File: src/hw/lcdd_params.svh
// constants for the serial display command decoder
// assumes a 10 MHz pclk and a 32.768 kHz crystal rate derived from it
`ifndef LCDD_PARAMS_SVH
`define LCDD_PARAMS_SVH
`define LCDD_PCLK_HZ     24'h989680
`define LCDD_XTAL_HZ     24'h008000
`define LCDD_ADDR_STATUS 8'h00
`define LCDD_ADDR_CTRL   8'h04
`define LCDD_CTRL_LINK   0
`define LCDD_MODE_READ   3'h6
`define LCDD_MODE_WRITE  3'h5
`define LCDD_MODE_CMD    3'h4
`define LCDD_MODE_LAST   4'h2
`define LCDD_ADDR_LAST   4'h5
`define LCDD_CMD_LAST    4'h8
`define LCDD_NIB_LAST    3'h3
`define LCDD_RATE_RST    3'h7
`define LCDD_WDT_TIMEOUT_S 4
`define LCDD_WDT_LAST    3'(`LCDD_WDT_TIMEOUT_S - 1)
`define LCDD_DIV_ALL     15'h7fff
`define LCDD_DIV_TOP     15'h4000
`define LCDD_TONE_HI_BIT 2
`define LCDD_TONE_LO_BIT 3
`define LCDD_SYNC_RST    4'h7
`define LCDD_ST_OSC      0
`define LCDD_ST_BIAS     1
`define LCDD_ST_TICK     2
`define LCDD_ST_WDT      3
`define LCDD_ST_TONE     4
`define LCDD_ST_TLOW     5
`define LCDD_ST_IRQEN    6
`define LCDD_ST_THIRD    7
`define LCDD_ST_COM      8
`define LCDD_ST_RATE     10
`define LCDD_ST_TEST     13
`define LCDD_ST_WFLAG    14
`define LCDD_ST_IRQ      15
`endif

File: src/hw/lcdd_pkg.sv
// types shared by the decoder and its display memory
// assumes lcdd_params.svh for all numeric constants
package lcdd_pkg;
    typedef enum logic [2:0] {FR_MODE, FR_ADDR, FR_DATA, FR_CMD, FR_IDLE} lcdd_frame_t;
    typedef enum logic [4:0] {
        C_NONE, C_OSC_BIAS_OFF, C_OSC_ON, C_BIAS_ON, C_TICK_OFF, C_TICK_ON,
        C_WDT_OFF, C_WDT_ON, C_TONE_OFF, C_TICK_CLR, C_WDT_CLR, C_PANEL,
        C_TONE_HI, C_TONE_LO, C_ALARM_OFF, C_ALARM_ON, C_RATE, C_TEST, C_NORMAL
    } lcdd_cmd_t;
    typedef struct packed {
        logic        psel;
        logic        penable;
        logic        pwrite;
        logic [7:0]  paddr;
        logic [31:0] pwdata;
    } lcdd_apb_req_t;
    typedef struct packed {
        logic [31:0] prdata;
        logic        pready;
        logic        pslverr;
    } lcdd_apb_rsp_t;
    typedef struct packed {
        logic data;
        logic rd_n;
        logic wr_n;
        logic cs_n;
    } lcdd_link_in_t;
    typedef struct packed {
        logic       data;
        logic       data_oe;
        logic       irq_n;
        logic [1:0] beeper_pair;
    } lcdd_link_out_t;
    typedef struct packed {
        logic       osc_on;
        logic       bias_on;
        logic       tick_en;
        logic       watchdog_flag_on;
        logic       tone_on;
        logic       tone_low;
        logic       irq_en;
        logic       bias_third;
        logic [1:0] commons;
        logic [2:0] rate;
        logic       test_mode;
    } lcdd_cfg_t;
    typedef struct packed {
        logic [3:0]  s1;
        logic [3:0]  s2;
        logic [3:0]  s3;
        lcdd_frame_t fr;
        logic [2:0]  mode;
        logic [3:0]  bitcnt;
        logic [8:0]  shreg;
        logic [5:0]  addr;
        logic [3:0]  wnib;
        logic [2:0]  rcnt;
        logic [2:0]  wcnt;
        logic        dout;
        logic        doe;
        logic        ram_we;
        logic [5:0]  ram_waddr;
        logic [3:0]  ram_wdata;
        lcdd_cfg_t   cfg;
        logic [23:0] acc;
        logic [14:0] div;
        logic [2:0]  wdt_cnt;
        logic        wdt_flag;
        logic        irq_n;
        logic [1:0]  beep;
        logic [31:0] prdata;
        logic        pready;
        logic        pslverr;
        logic        link_en;
    } lcdd_state_t;
    typedef struct packed {
        logic [31:0][3:0] mem;
        logic [3:0]       rdata;
    } lcdd_ram_state_t;
endpackage : lcdd_pkg

File: src/hw/lcdd_ram.sv
// 32 x 4 display memory, one write port and one registered read port
// assumes the writer and reader share pclk; address bit 5 aliases
module lcdd_ram (
    input  wire logic       pclk,
    input  wire logic       presetn,
    input  wire logic       we,
    input  wire logic [5:0] waddr,
    input  wire logic [3:0] wdata,
    input  wire logic [5:0] raddr,
    output logic      [3:0] rdata
);
    import lcdd_pkg::*;

    lcdd_ram_state_t st_r;
    lcdd_ram_state_t st_nxt;

    // read first, read data is the old word when addresses meet
    always_comb begin
        st_nxt = st_r;
        st_nxt.rdata = st_r.mem[raddr[4:0]];
        if (we) begin
            st_nxt.mem[waddr[4:0]] = wdata;
        end
    end

    // memory clears at reset so reads are never unknown
    always_ff @(posedge pclk or negedge presetn) begin
        if (!presetn) begin
            st_r <= '0;
        end else begin
            st_r <= st_nxt;
        end
    end

    assign rdata = st_r.rdata;
endmodule : lcdd_ram

File: src/hw/lcdd_decoder.sv
// serial command and data decoder for a 32x4 segment display driver
// assumes three serial strobes from a host, asynchronous to pclk, and an apb master
// Behaviour
// - read frame: 110, address msb first, nibble out lsb first
// - write frame: 101, address, nibble lsb first, stored
// - 101 frame may read nibble then rewrite it
// - 100 opens command run; later commands need no code
// - command 0000-0000 stops oscillator and bias
// - command 0000-0001 starts the oscillator
// - command 0000-0011 enables bias generator
// - tick output off 0000-0100, on 0000-0010
// - watchdog flag off 0000-0101, on 0000-0111
// - command 0000-1000 silences the beeper pair
// - command 0000-1101 clears time base count
// - command 0000-111x clears watchdog stage
// - panel command bit c picks half or third bias
// - panel field ab picks two, three, four commons
// - beeper pitch 4khz 010x, 2khz 0110
// - 101x-0nnn sets tick 2^n hz, watchdog 4s/2^n
// - 1110-0011 normal, 1110-0000 test mode
// - reset defaults: all off, 128hz rate, normal
// - don't-care bits never affect decoding
// - all rates derive from 32.768khz crystal tick
// - chip select high aborts frame and mode
// - watchdog timeout holds alarm low until cleared
// - input bits sampled on write strobe rising edge
// - read bits driven at read strobe falling edge
`include "lcdd_params.svh"
module lcdd_decoder (
    input  wire logic           pclk,
    input  wire logic           presetn,
    input  wire lcdd_pkg::lcdd_apb_req_t  apb_i,
    output lcdd_pkg::lcdd_apb_rsp_t       apb_o,
    input  wire lcdd_pkg::lcdd_link_in_t  link_i,
    output lcdd_pkg::lcdd_link_out_t      link_o
);
    import lcdd_pkg::*;

    // command decode on w[8:1], casez keeps every don't-care position out of the match
    function automatic lcdd_cmd_t cmd_decode(input logic [8:0] w);
        lcdd_cmd_t c;
        c = C_NONE;
        casez (w[8:1])
            8'b0000_0000: c = C_OSC_BIAS_OFF;
            8'b0000_0001: c = C_OSC_ON;
            8'b0000_0011: c = C_BIAS_ON;
            8'b0000_0100: c = C_TICK_OFF;
            8'b0000_0010: c = C_TICK_ON;
            8'b0000_0101: c = C_WDT_OFF;
            8'b0000_0111: c = C_WDT_ON;
            8'b0000_1000: c = C_TONE_OFF;
            8'b0000_1101: c = C_TICK_CLR;
            8'b0000_111?: c = C_WDT_CLR;
            8'b0010_0???: c = C_PANEL;
            8'b0010_10??: c = C_PANEL;
            8'b010?_????: c = C_TONE_HI;
            8'b0110_????: c = C_TONE_LO;
            8'b100?_0???: c = C_ALARM_OFF;
            8'b100?_1???: c = C_ALARM_ON;
            8'b101?_0???: c = C_RATE;
            8'b1110_0000: c = C_TEST;
            8'b1110_0011: c = C_NORMAL;
            default:      c = C_NONE;
        endcase
        return c;
    endfunction : cmd_decode

    // status word seen by software
    function automatic logic [31:0] status_word(input lcdd_state_t s);
        logic [31:0] v;
        v = 32'h0000_0000;
        v[`LCDD_ST_OSC]   = s.cfg.osc_on;
        v[`LCDD_ST_BIAS]  = s.cfg.bias_on;
        v[`LCDD_ST_TICK]  = s.cfg.tick_en;
        v[`LCDD_ST_WDT]   = s.cfg.watchdog_flag_on;
        v[`LCDD_ST_TONE]  = s.cfg.tone_on;
        v[`LCDD_ST_TLOW]  = s.cfg.tone_low;
        v[`LCDD_ST_IRQEN] = s.cfg.irq_en;
        v[`LCDD_ST_THIRD] = s.cfg.bias_third;
        v[`LCDD_ST_COM +: 2]  = s.cfg.commons;
        v[`LCDD_ST_RATE +: 3] = s.cfg.rate;
        v[`LCDD_ST_TEST]  = s.cfg.test_mode;
        v[`LCDD_ST_WFLAG] = s.wdt_flag;
        v[`LCDD_ST_IRQ]   = ~s.irq_n;
        return v;
    endfunction : status_word

    // power-on state
    function automatic lcdd_state_t rst_state();
        lcdd_state_t s;
        s = '0;
        s.s1 = `LCDD_SYNC_RST;
        s.s2 = `LCDD_SYNC_RST;
        s.s3 = `LCDD_SYNC_RST;
        s.fr = FR_MODE;
        s.cfg.rate = `LCDD_RATE_RST;
        s.irq_n = 1'b1;
        s.link_en = 1'b1;
        return s;
    endfunction : rst_state

    localparam lcdd_state_t ST_RST = rst_state();

    lcdd_state_t st_r;
    lcdd_state_t st_nxt;
    logic [3:0]  ram_rdata;
    logic        cs_hi;
    logic        wr_rise;
    logic        rd_fall;
    logic        din;
    logic        live;
    logic        fire;
    logic [8:0]  cmd_word;
    lcdd_cmd_t   cmd;
    logic [24:0] acc_sum;
    logic        osc_tick;
    logic [14:0] tb_mask;
    logic        tb_wrap;
    logic        tb_level;
    logic        rd_bit;
    logic [5:0]  addr_inc;
    logic        apb_setup;
    logic        apb_write;

    lcdd_ram u_ram (
        .pclk    (pclk),
        .presetn (presetn),
        .we      (st_r.ram_we),
        .waddr   (st_r.ram_waddr),
        .wdata   (st_r.ram_wdata),
        .raddr   (st_r.addr),
        .rdata   (ram_rdata)
    );

    // edges come from the second and third sync stages only
    assign cs_hi    = st_r.s2[0];
    assign wr_rise  = st_r.s2[1] & ~st_r.s3[1];
    assign rd_fall  = ~st_r.s2[2] & st_r.s3[2];
    assign din      = st_r.s2[3];
    assign live     = ~cs_hi & st_r.link_en;
    assign cmd_word = {st_r.shreg[7:0], din};
    assign cmd      = cmd_decode(cmd_word);
    assign fire     = live & wr_rise & (st_r.fr == FR_CMD) & (st_r.bitcnt == `LCDD_CMD_LAST);
    assign rd_bit   = ram_rdata[st_r.rcnt[1:0]];
    assign addr_inc = st_r.addr + 6'h01;

    // crystal tick by phase accumulation; 10 MHz is no multiple of it, so ticks jitter one pclk
    assign acc_sum  = {1'b0, st_r.acc} + {1'b0, `LCDD_XTAL_HZ};
    assign osc_tick = st_r.cfg.osc_on & (acc_sum >= {1'b0, `LCDD_PCLK_HZ});
    // time base bit 14-n of the crystal count gives 2^n hz
    assign tb_mask  = `LCDD_DIV_ALL >> st_r.cfg.rate;
    assign tb_wrap  = osc_tick & ((st_r.div & tb_mask) == tb_mask);
    assign tb_level = |(st_r.div & (`LCDD_DIV_TOP >> st_r.cfg.rate));

    assign apb_setup = apb_i.psel & ~apb_i.penable;
    assign apb_write = apb_i.psel & apb_i.penable & st_r.pready & apb_i.pwrite;

    always_comb begin
        logic wdt_set;
        wdt_set = 1'b0;
        st_nxt = st_r;
        st_nxt.ram_we = 1'b0;

        // two-flop synchronisers plus an edge history stage
        st_nxt.s1 = link_i;
        st_nxt.s2 = st_r.s1;
        st_nxt.s3 = st_r.s2;

        // serial frame engine
        if (!live) begin
            st_nxt.fr = FR_MODE;
            st_nxt.bitcnt = 4'h0;
            st_nxt.rcnt = 3'h0;
            st_nxt.wcnt = 3'h0;
            st_nxt.doe = 1'b0;
        end else if (wr_rise) begin
            unique case (st_r.fr)
                FR_MODE: begin
                    st_nxt.mode = {st_r.mode[1:0], din};
                    st_nxt.bitcnt = st_r.bitcnt + 4'h1;
                    if (st_r.bitcnt == `LCDD_MODE_LAST) begin
                        st_nxt.bitcnt = 4'h0;
                        if ({st_r.mode[1:0], din} == `LCDD_MODE_READ ||
                            {st_r.mode[1:0], din} == `LCDD_MODE_WRITE) begin
                            st_nxt.fr = FR_ADDR;
                        end else if ({st_r.mode[1:0], din} == `LCDD_MODE_CMD) begin
                            st_nxt.fr = FR_CMD;
                        end else begin
                            st_nxt.fr = FR_IDLE;
                        end
                    end
                end
                FR_ADDR: begin
                    st_nxt.addr = {st_r.addr[4:0], din}; // msb first
                    st_nxt.bitcnt = st_r.bitcnt + 4'h1;
                    if (st_r.bitcnt == `LCDD_ADDR_LAST) begin
                        st_nxt.bitcnt = 4'h0;
                        st_nxt.rcnt = 3'h0;
                        st_nxt.wcnt = 3'h0;
                        st_nxt.fr = FR_DATA;
                    end
                end
                FR_DATA: begin
                    // write strobes in a read frame are ignored
                    if (st_r.mode == `LCDD_MODE_WRITE) begin
                        st_nxt.doe = 1'b0;
                        st_nxt.wnib[st_r.wcnt[1:0]] = din;
                        st_nxt.wcnt = st_r.wcnt + 3'h1;
                        if (st_r.wcnt == `LCDD_NIB_LAST) begin
                            st_nxt.ram_we = 1'b1;
                            st_nxt.ram_waddr = st_r.addr;
                            st_nxt.ram_wdata = {din, st_r.wnib[2:0]};
                            st_nxt.addr = addr_inc;
                            st_nxt.wcnt = 3'h0;
                            st_nxt.rcnt = 3'h0;
                        end
                    end
                end
                FR_CMD: begin
                    st_nxt.shreg = cmd_word;
                    st_nxt.bitcnt = st_r.bitcnt + 4'h1;
                    if (fire) begin
                        st_nxt.bitcnt = 4'h0;
                    end
                end
                FR_IDLE: begin
                    st_nxt.fr = FR_IDLE; // bad mode code, wait for chip select
                end
            endcase
        end else if (rd_fall && st_r.fr == FR_DATA && st_r.rcnt <= `LCDD_NIB_LAST) begin
            // a write frame reads one nibble at most before its rewrite
            st_nxt.dout = rd_bit;
            st_nxt.doe = 1'b1;
            st_nxt.rcnt = st_r.rcnt + 3'h1;
            if (st_r.mode == `LCDD_MODE_READ && st_r.rcnt == `LCDD_NIB_LAST) begin
                st_nxt.addr = addr_inc;
                st_nxt.rcnt = 3'h0;
            end
        end

        // crystal accumulator, shared divider and watchdog stage
        st_nxt.acc = (acc_sum >= {1'b0, `LCDD_PCLK_HZ}) ? 24'(acc_sum - {1'b0, `LCDD_PCLK_HZ})
                                                       : acc_sum[23:0];
        if (osc_tick) begin
            st_nxt.div = st_r.div + 15'h0001;
        end
        if (tb_wrap) begin
            st_nxt.wdt_cnt = st_r.wdt_cnt + 3'h1;
            if (st_r.wdt_cnt == `LCDD_WDT_LAST) begin
                st_nxt.wdt_cnt = 3'h0;
                wdt_set = st_r.cfg.watchdog_flag_on;
            end
        end

        // configuration commands
        if (fire) begin
            unique case (cmd)
                C_OSC_BIAS_OFF: begin
                    st_nxt.cfg.osc_on = 1'b0;
                    st_nxt.cfg.bias_on = 1'b0;
                end
                C_OSC_ON: begin
                    // shared code: oscillator start and panel off
                    st_nxt.cfg.osc_on = 1'b1;
                    st_nxt.cfg.bias_on = 1'b0;
                end
                C_BIAS_ON:   st_nxt.cfg.bias_on = 1'b1;
                C_TICK_OFF:  st_nxt.cfg.tick_en = 1'b0;
                C_TICK_ON:   st_nxt.cfg.tick_en = 1'b1;
                C_WDT_OFF:   st_nxt.cfg.watchdog_flag_on = 1'b0;
                C_WDT_ON:    st_nxt.cfg.watchdog_flag_on = 1'b1;
                C_TONE_OFF:  st_nxt.cfg.tone_on = 1'b0;
                C_TICK_CLR:  st_nxt.div = 15'h0000;
                C_WDT_CLR: begin
                    st_nxt.wdt_cnt = 3'h0;
                    st_nxt.wdt_flag = 1'b0;
                end
                C_PANEL: begin
                    st_nxt.cfg.bias_third = cmd_word[1];
                    st_nxt.cfg.commons = cmd_word[4:3];
                end
                C_TONE_HI: begin
                    st_nxt.cfg.tone_on = 1'b1;
                    st_nxt.cfg.tone_low = 1'b0;
                end
                C_TONE_LO: begin
                    st_nxt.cfg.tone_on = 1'b1;
                    st_nxt.cfg.tone_low = 1'b1;
                end
                C_ALARM_OFF: begin
                    st_nxt.cfg.irq_en = 1'b0;
                    st_nxt.wdt_flag = 1'b0;
                end
                C_ALARM_ON:  st_nxt.cfg.irq_en = 1'b1;
                C_RATE:      st_nxt.cfg.rate = cmd_word[3:1];
                C_TEST:      st_nxt.cfg.test_mode = 1'b1;
                C_NORMAL:    st_nxt.cfg.test_mode = 1'b0;
                C_NONE:      st_nxt.cfg = st_r.cfg;
            endcase
        end
        // a timeout in the clearing cycle still lands
        if (wdt_set) begin
            st_nxt.wdt_flag = 1'b1;
        end

        // pins: alarm low on held timeout or on the tick level
        st_nxt.irq_n = ~(st_r.cfg.irq_en & ((st_r.cfg.watchdog_flag_on & st_r.wdt_flag) |
                                            (st_r.cfg.tick_en & tb_level)));
        if (st_r.cfg.tone_on && st_r.cfg.osc_on) begin
            st_nxt.beep[0] = st_r.cfg.tone_low ? st_r.div[`LCDD_TONE_LO_BIT] : st_r.div[`LCDD_TONE_HI_BIT];
            st_nxt.beep[1] = ~st_nxt.beep[0];
        end else begin
            st_nxt.beep = 2'b00;
        end

        // apb slave, answer in the first access cycle
        st_nxt.pready = apb_setup;
        st_nxt.prdata = 32'h0000_0000;
        st_nxt.pslverr = 1'b0;
        if (apb_setup) begin
            if (apb_i.paddr == `LCDD_ADDR_STATUS) begin
                st_nxt.prdata = status_word(st_r);
            end else if (apb_i.paddr == `LCDD_ADDR_CTRL) begin
                st_nxt.prdata[`LCDD_CTRL_LINK] = st_r.link_en;
            end else begin
                st_nxt.pslverr = 1'b1;
            end
        end else if (apb_i.psel && apb_i.penable) begin
            st_nxt.prdata = st_r.prdata;
            st_nxt.pslverr = st_r.pslverr;
        end
        if (apb_write && apb_i.paddr == `LCDD_ADDR_CTRL) begin
            st_nxt.link_en = apb_i.pwdata[`LCDD_CTRL_LINK];
        end
    end

    always_ff @(posedge pclk or negedge presetn) begin
        if (!presetn) begin
            st_r <= ST_RST;
        end else begin
            st_r <= st_nxt;
        end
    end

    assign apb_o  = '{prdata: st_r.prdata, pready: st_r.pready, pslverr: st_r.pslverr};
    assign link_o = '{data: st_r.dout, data_oe: st_r.doe, irq_n: st_r.irq_n, beeper_pair: st_r.beep};
endmodule : lcdd_decoder

File: config.mk
export PLATFORM = sky130hd
export DESIGN_NAME = lcdd_decoder
export DESIGN_NICKNAME = d
export VERILOG_FILES = /design/src/hw/lcdd_pkg.sv /design/src/hw/lcdd_ram.sv /design/src/hw/lcdd_decoder.sv
export VERILOG_INCLUDE_DIRS = /design/src /design/src/hw
export SDC_FILE = /design/constraint.sdc
export NUM_CORES = 1
export LEC_CHECK = 0
export BUFFER_PORTS_ARGS = -buffer_cell sky130_fd_sc_hd__buf_2
export CAP_MARGIN = 20
export CORE_ASPECT_RATIO = 1.5
export CORE_UTILIZATION = 35
export DETAILED_ROUTE_END_ITERATION = 12
export GPL_TIMING_DRIVEN = 0
export PLACE_DENSITY = 0.54
export SLEW_MARGIN = 20
export SYNTH_ARGS = -nofsm -noshare
export SYNTH_HDL_FRONTEND = slang
export SYNTH_SLANG_ARGS = --single-unit
File: constraint.sdc
create_clock -name pclk -period 2.4 [get_ports pclk]
set_input_delay 0.48 -clock pclk [delete_from_list [all_inputs] [get_ports pclk]]
set_output_delay 0.48 -clock pclk [all_outputs]
set_load 0.03 [all_outputs]
==> flow_summary.json <==
{
  "power_mw": 8.59,
  "fp.dieH_um": 238,
  "clkLatencyLatePin_ps": 560,
  "globalplace.congestion": 0.794,
  "root_buffer": "clkbuf_16",
  "final_layout_size_suffix_gt1_frac": 0.430,
  "num_rows": 86,
  "area_growth_pct": 21.6,
  "p_leak_nw": 7.04,
  "vias_per_cell": 5.24,
  "grt_pass1_wl_um": 48700,
  "core_area_um2": 36600,
  "synth-adder-area-share": 0.0154,
  "overflow": 0,
  "timing.hold.ws_ps": 115,
  "routed_wl_um": 30600,
  "rsz0062_at_grt": "true",
  "status": "finished with violations",
  "fp.dieArea_um2": 37900,
  "synth_top_flop_cell": "dfrtp_1",
  "synth.most_common_cell": "dfrtp_1",
  "placed_area_um2": 13900,
  "synth_top_family_by_area": "multiplexers",
  "first_global_vias": 9016,
  "grt.total_usage": 0.161,
  "drt-wirelength-per-cell_um": 18.1,
  "violations": "DRC, setup timing",
  "fmax_ghz": 0.417,
  "clk_pin_slew_worst_paths_ps": 70,
  "fin_crit_ps": 2400,
  "vias": 8833,
  "netlist.area_leader.share": 0.473,
  "crit_slowest_cell": "or4_4",
  "fill_cells": 3459,
  "final-hold-violation-count": 0,
  "firstDrtPassIters": 8,
  "critical_path_class": "flip-flop to flip-flop",
  "clock-skew-final_ps": 34.6,
  "synthDistinctLibCells": 78,
  "fin_nets": 1246,
  "synth-xor-area-share": 0.0142,
  "die_x_um": 159,
  "synth_simple_gate_area_share": 0.113,
  "hold_path.class": "input pin to flip-flop",
  "final.setup.tns_ps": -0.898,
  "avgSynthCellArea_um2": 12.2,
  "fin_ws_ps": -0.898,
  "final_area_um2": 15800,
  "syn_area_um2": 13000,
  "critical-path-max-stage-delay_ps": 510,
  "grt_max_degree": 87,
  "io_buffers": 40,
  "netlist_top_cells_count": "dfrtp_1, mux2_2, nand2_1, nor2_1, mux4_2",
  "synth_seq_cells": 258,
  "async_flop_share": 1.00,
  "critPathLaunchType": "flip-flop",
  "synth_edf_count": 0,
  "powerDensity_nw_per_um2": 544,
  "hpwl_um": 21400,
  "fin_crit_sh": 1.00,
  "setup_violations": 1,
  "diodes": 0,
  "critical_path.max_fanout": 5,
  "synthesis.instances": 1061,
  "cts_made_buffers": 26,
  "synth_compound_area_frac": 0.0850,
  "synth_top_cell_by_area": "dfrtp_1",
  "drc": 1,
  "antenna_found_initial": 0,
  "io-pin-count": 88,
  "end_kind": "flip-flop",
  "cp_data_required_time_ps": 2880,
  "maxCapViolCount": 0,
  "tightest_slew_ps": 810,
  "drv_slew": 0,
  "numClockSinks": 258,
  "peakVddDrop_v": 0.000324,
  "start_util": 0.355,
  "clock_path_buffers": 3,
  "crit_path_frequent_cell": "buf_6",
  "synth_top_cells_by_area": "dfrtp_1, mux2_2, mux4_2",
  "worstPathArrival_ps": 2880,
  "max-slew-margin-rel": 0.459,
  "cts_tree": "built",
  "ys_seq_area_frac": 0.499,
  "yosys-mux-area-fraction": 0.223,
  "h-tree-depth": 1,
  "drt_iter0_markers": 477,
  "post-route-util": 0.431,
  "yosys_warnings": 0,
  "crit_chain": "ha_4 -> and2_4 -> buf_6 -> o41ai_4 -> a32oi_2 -> o22a_4 -> buf_6 -> or4_4 -> a21oi_2",
  "ant_nets": 0
}
cell type report:
cell class	count	area, µm²	area share
Clock inverter	7	77.6	0.00492
Buffer	97	664	0.0421
Inverter	22	85.1	0.00539
Clock buffer	41	757	0.0480
Timing Repair Buffer	82	622	0.0394
Sequential cell	258	6480	0.411
Tap cell	484	606	0.0384
Multi-Input combinational cell	694	6490	0.411
where the power goes:
part           switching (mW)  internal, mW
Combinational           0.155        0.0609
Sequential            0.00511          4.37
Clock                    1.72          2.28
Total                    1.88          6.71
layer usage:
layer	GRT usage	wire, µm	part of all wire	vias to the layer above
met2	0.310	17100	0.56	145
met4	0.0594	600	0.020	0
met1	0.181	12000	0.39	4530
met5	0	0	0	-
met3	0.0181	888	0.029	45
li1	-	-	-	4113
sequential cells by signal, summed over array words and instances, names as in the netlist:
| signal | count |
|---|---|
| cs_hi | 1 |
| u_ram.st_r | 128 |
| st_nxt | 6 |
| u_ram.rdata | 4 |
| link_o | 5 |
| apb_o | 18 |
| cmd_word | 9 |
| st_r | 87 |
cell families (layout without fill, tap and decap cells):
| logic type | after synthesis | in the layout |
|---|---|---|
| XOR/XNOR | 21 | 21 |
| AND/OR/NAND/NOR | 271 | 271 |
| buffers and inverters | 124 | 249 |
| other | 1 | 16 |
| AO/OA/AOI/OAI | 156 | 156 |
| adder cells (fa/ha/maj) | 16 | 16 |
| flip-flops | 258 | 258 |
| multiplexers | 214 | 214 |
path summary, 6_finish.rpt:
path	start	endpoint	slack [ps]	cells past startpoint
max in group asynchronous	presetn	st_r[74]	800	4
worst min-delay path	apb_i[41]	apb_o[1]	110	2
min in group asynchronous	presetn	st_r[133]	430	2
worst min register to register	st_nxt[150]	cmd_word[0]	350	0
worst max-delay path	st_r[72]	st_r[39]	-0.9	9
worst max register to register	st_r[72]	st_r[39]	-0.9	9
through the flow:
step / worst slack [ps] / cells
after floorplan: 9.25 / 1076
after global placement: -3930 / 1600
after detailed placement: -558 / 1603
after CTS: 1.82 / 1665
after global routing: -122 / 1685
final: -0.898 / 1685
critical path: cells and delay by family (launching register included):
| family | cells | cell delay [ps] |
|---|---|---|
| and+or+nand+nor | 2 | 660 |
| adders and majority gates | 1 | 190 |
| DFF | 1 | 420 |
| buffers and inverters | 2 | 270 |
| AOI/OAI and AO/OA | 4 | 790 |
cell usage in the layout, fill, tap and decap left out, types with 15 or more instances in the layout:
master and instances:
inv_1 17, mux2_2 159, buf_2 44, a22o_1 18, clkbuf_16 26, nor2_1 52
or4_4 15, buf_4 73, a21oi_1 18, o21ai_0 26, a21oi_2 15, nand3_1 18
clkbuf_1 35, nor3_1 17, conb_1 16, mux4_2 43, nand2_1 58, dfrtp_1 239
repair_timing:
action,4_1_cts,5_1_grt
setup buffers,13,20
hold endpoints to repair,57,0
gates resized for setup,54,133
gates cloned,0,1
pin swaps,11,39
hold buffers,5,0
setup endpoints to repair,62,64
(Power assumes the default switching activity.)
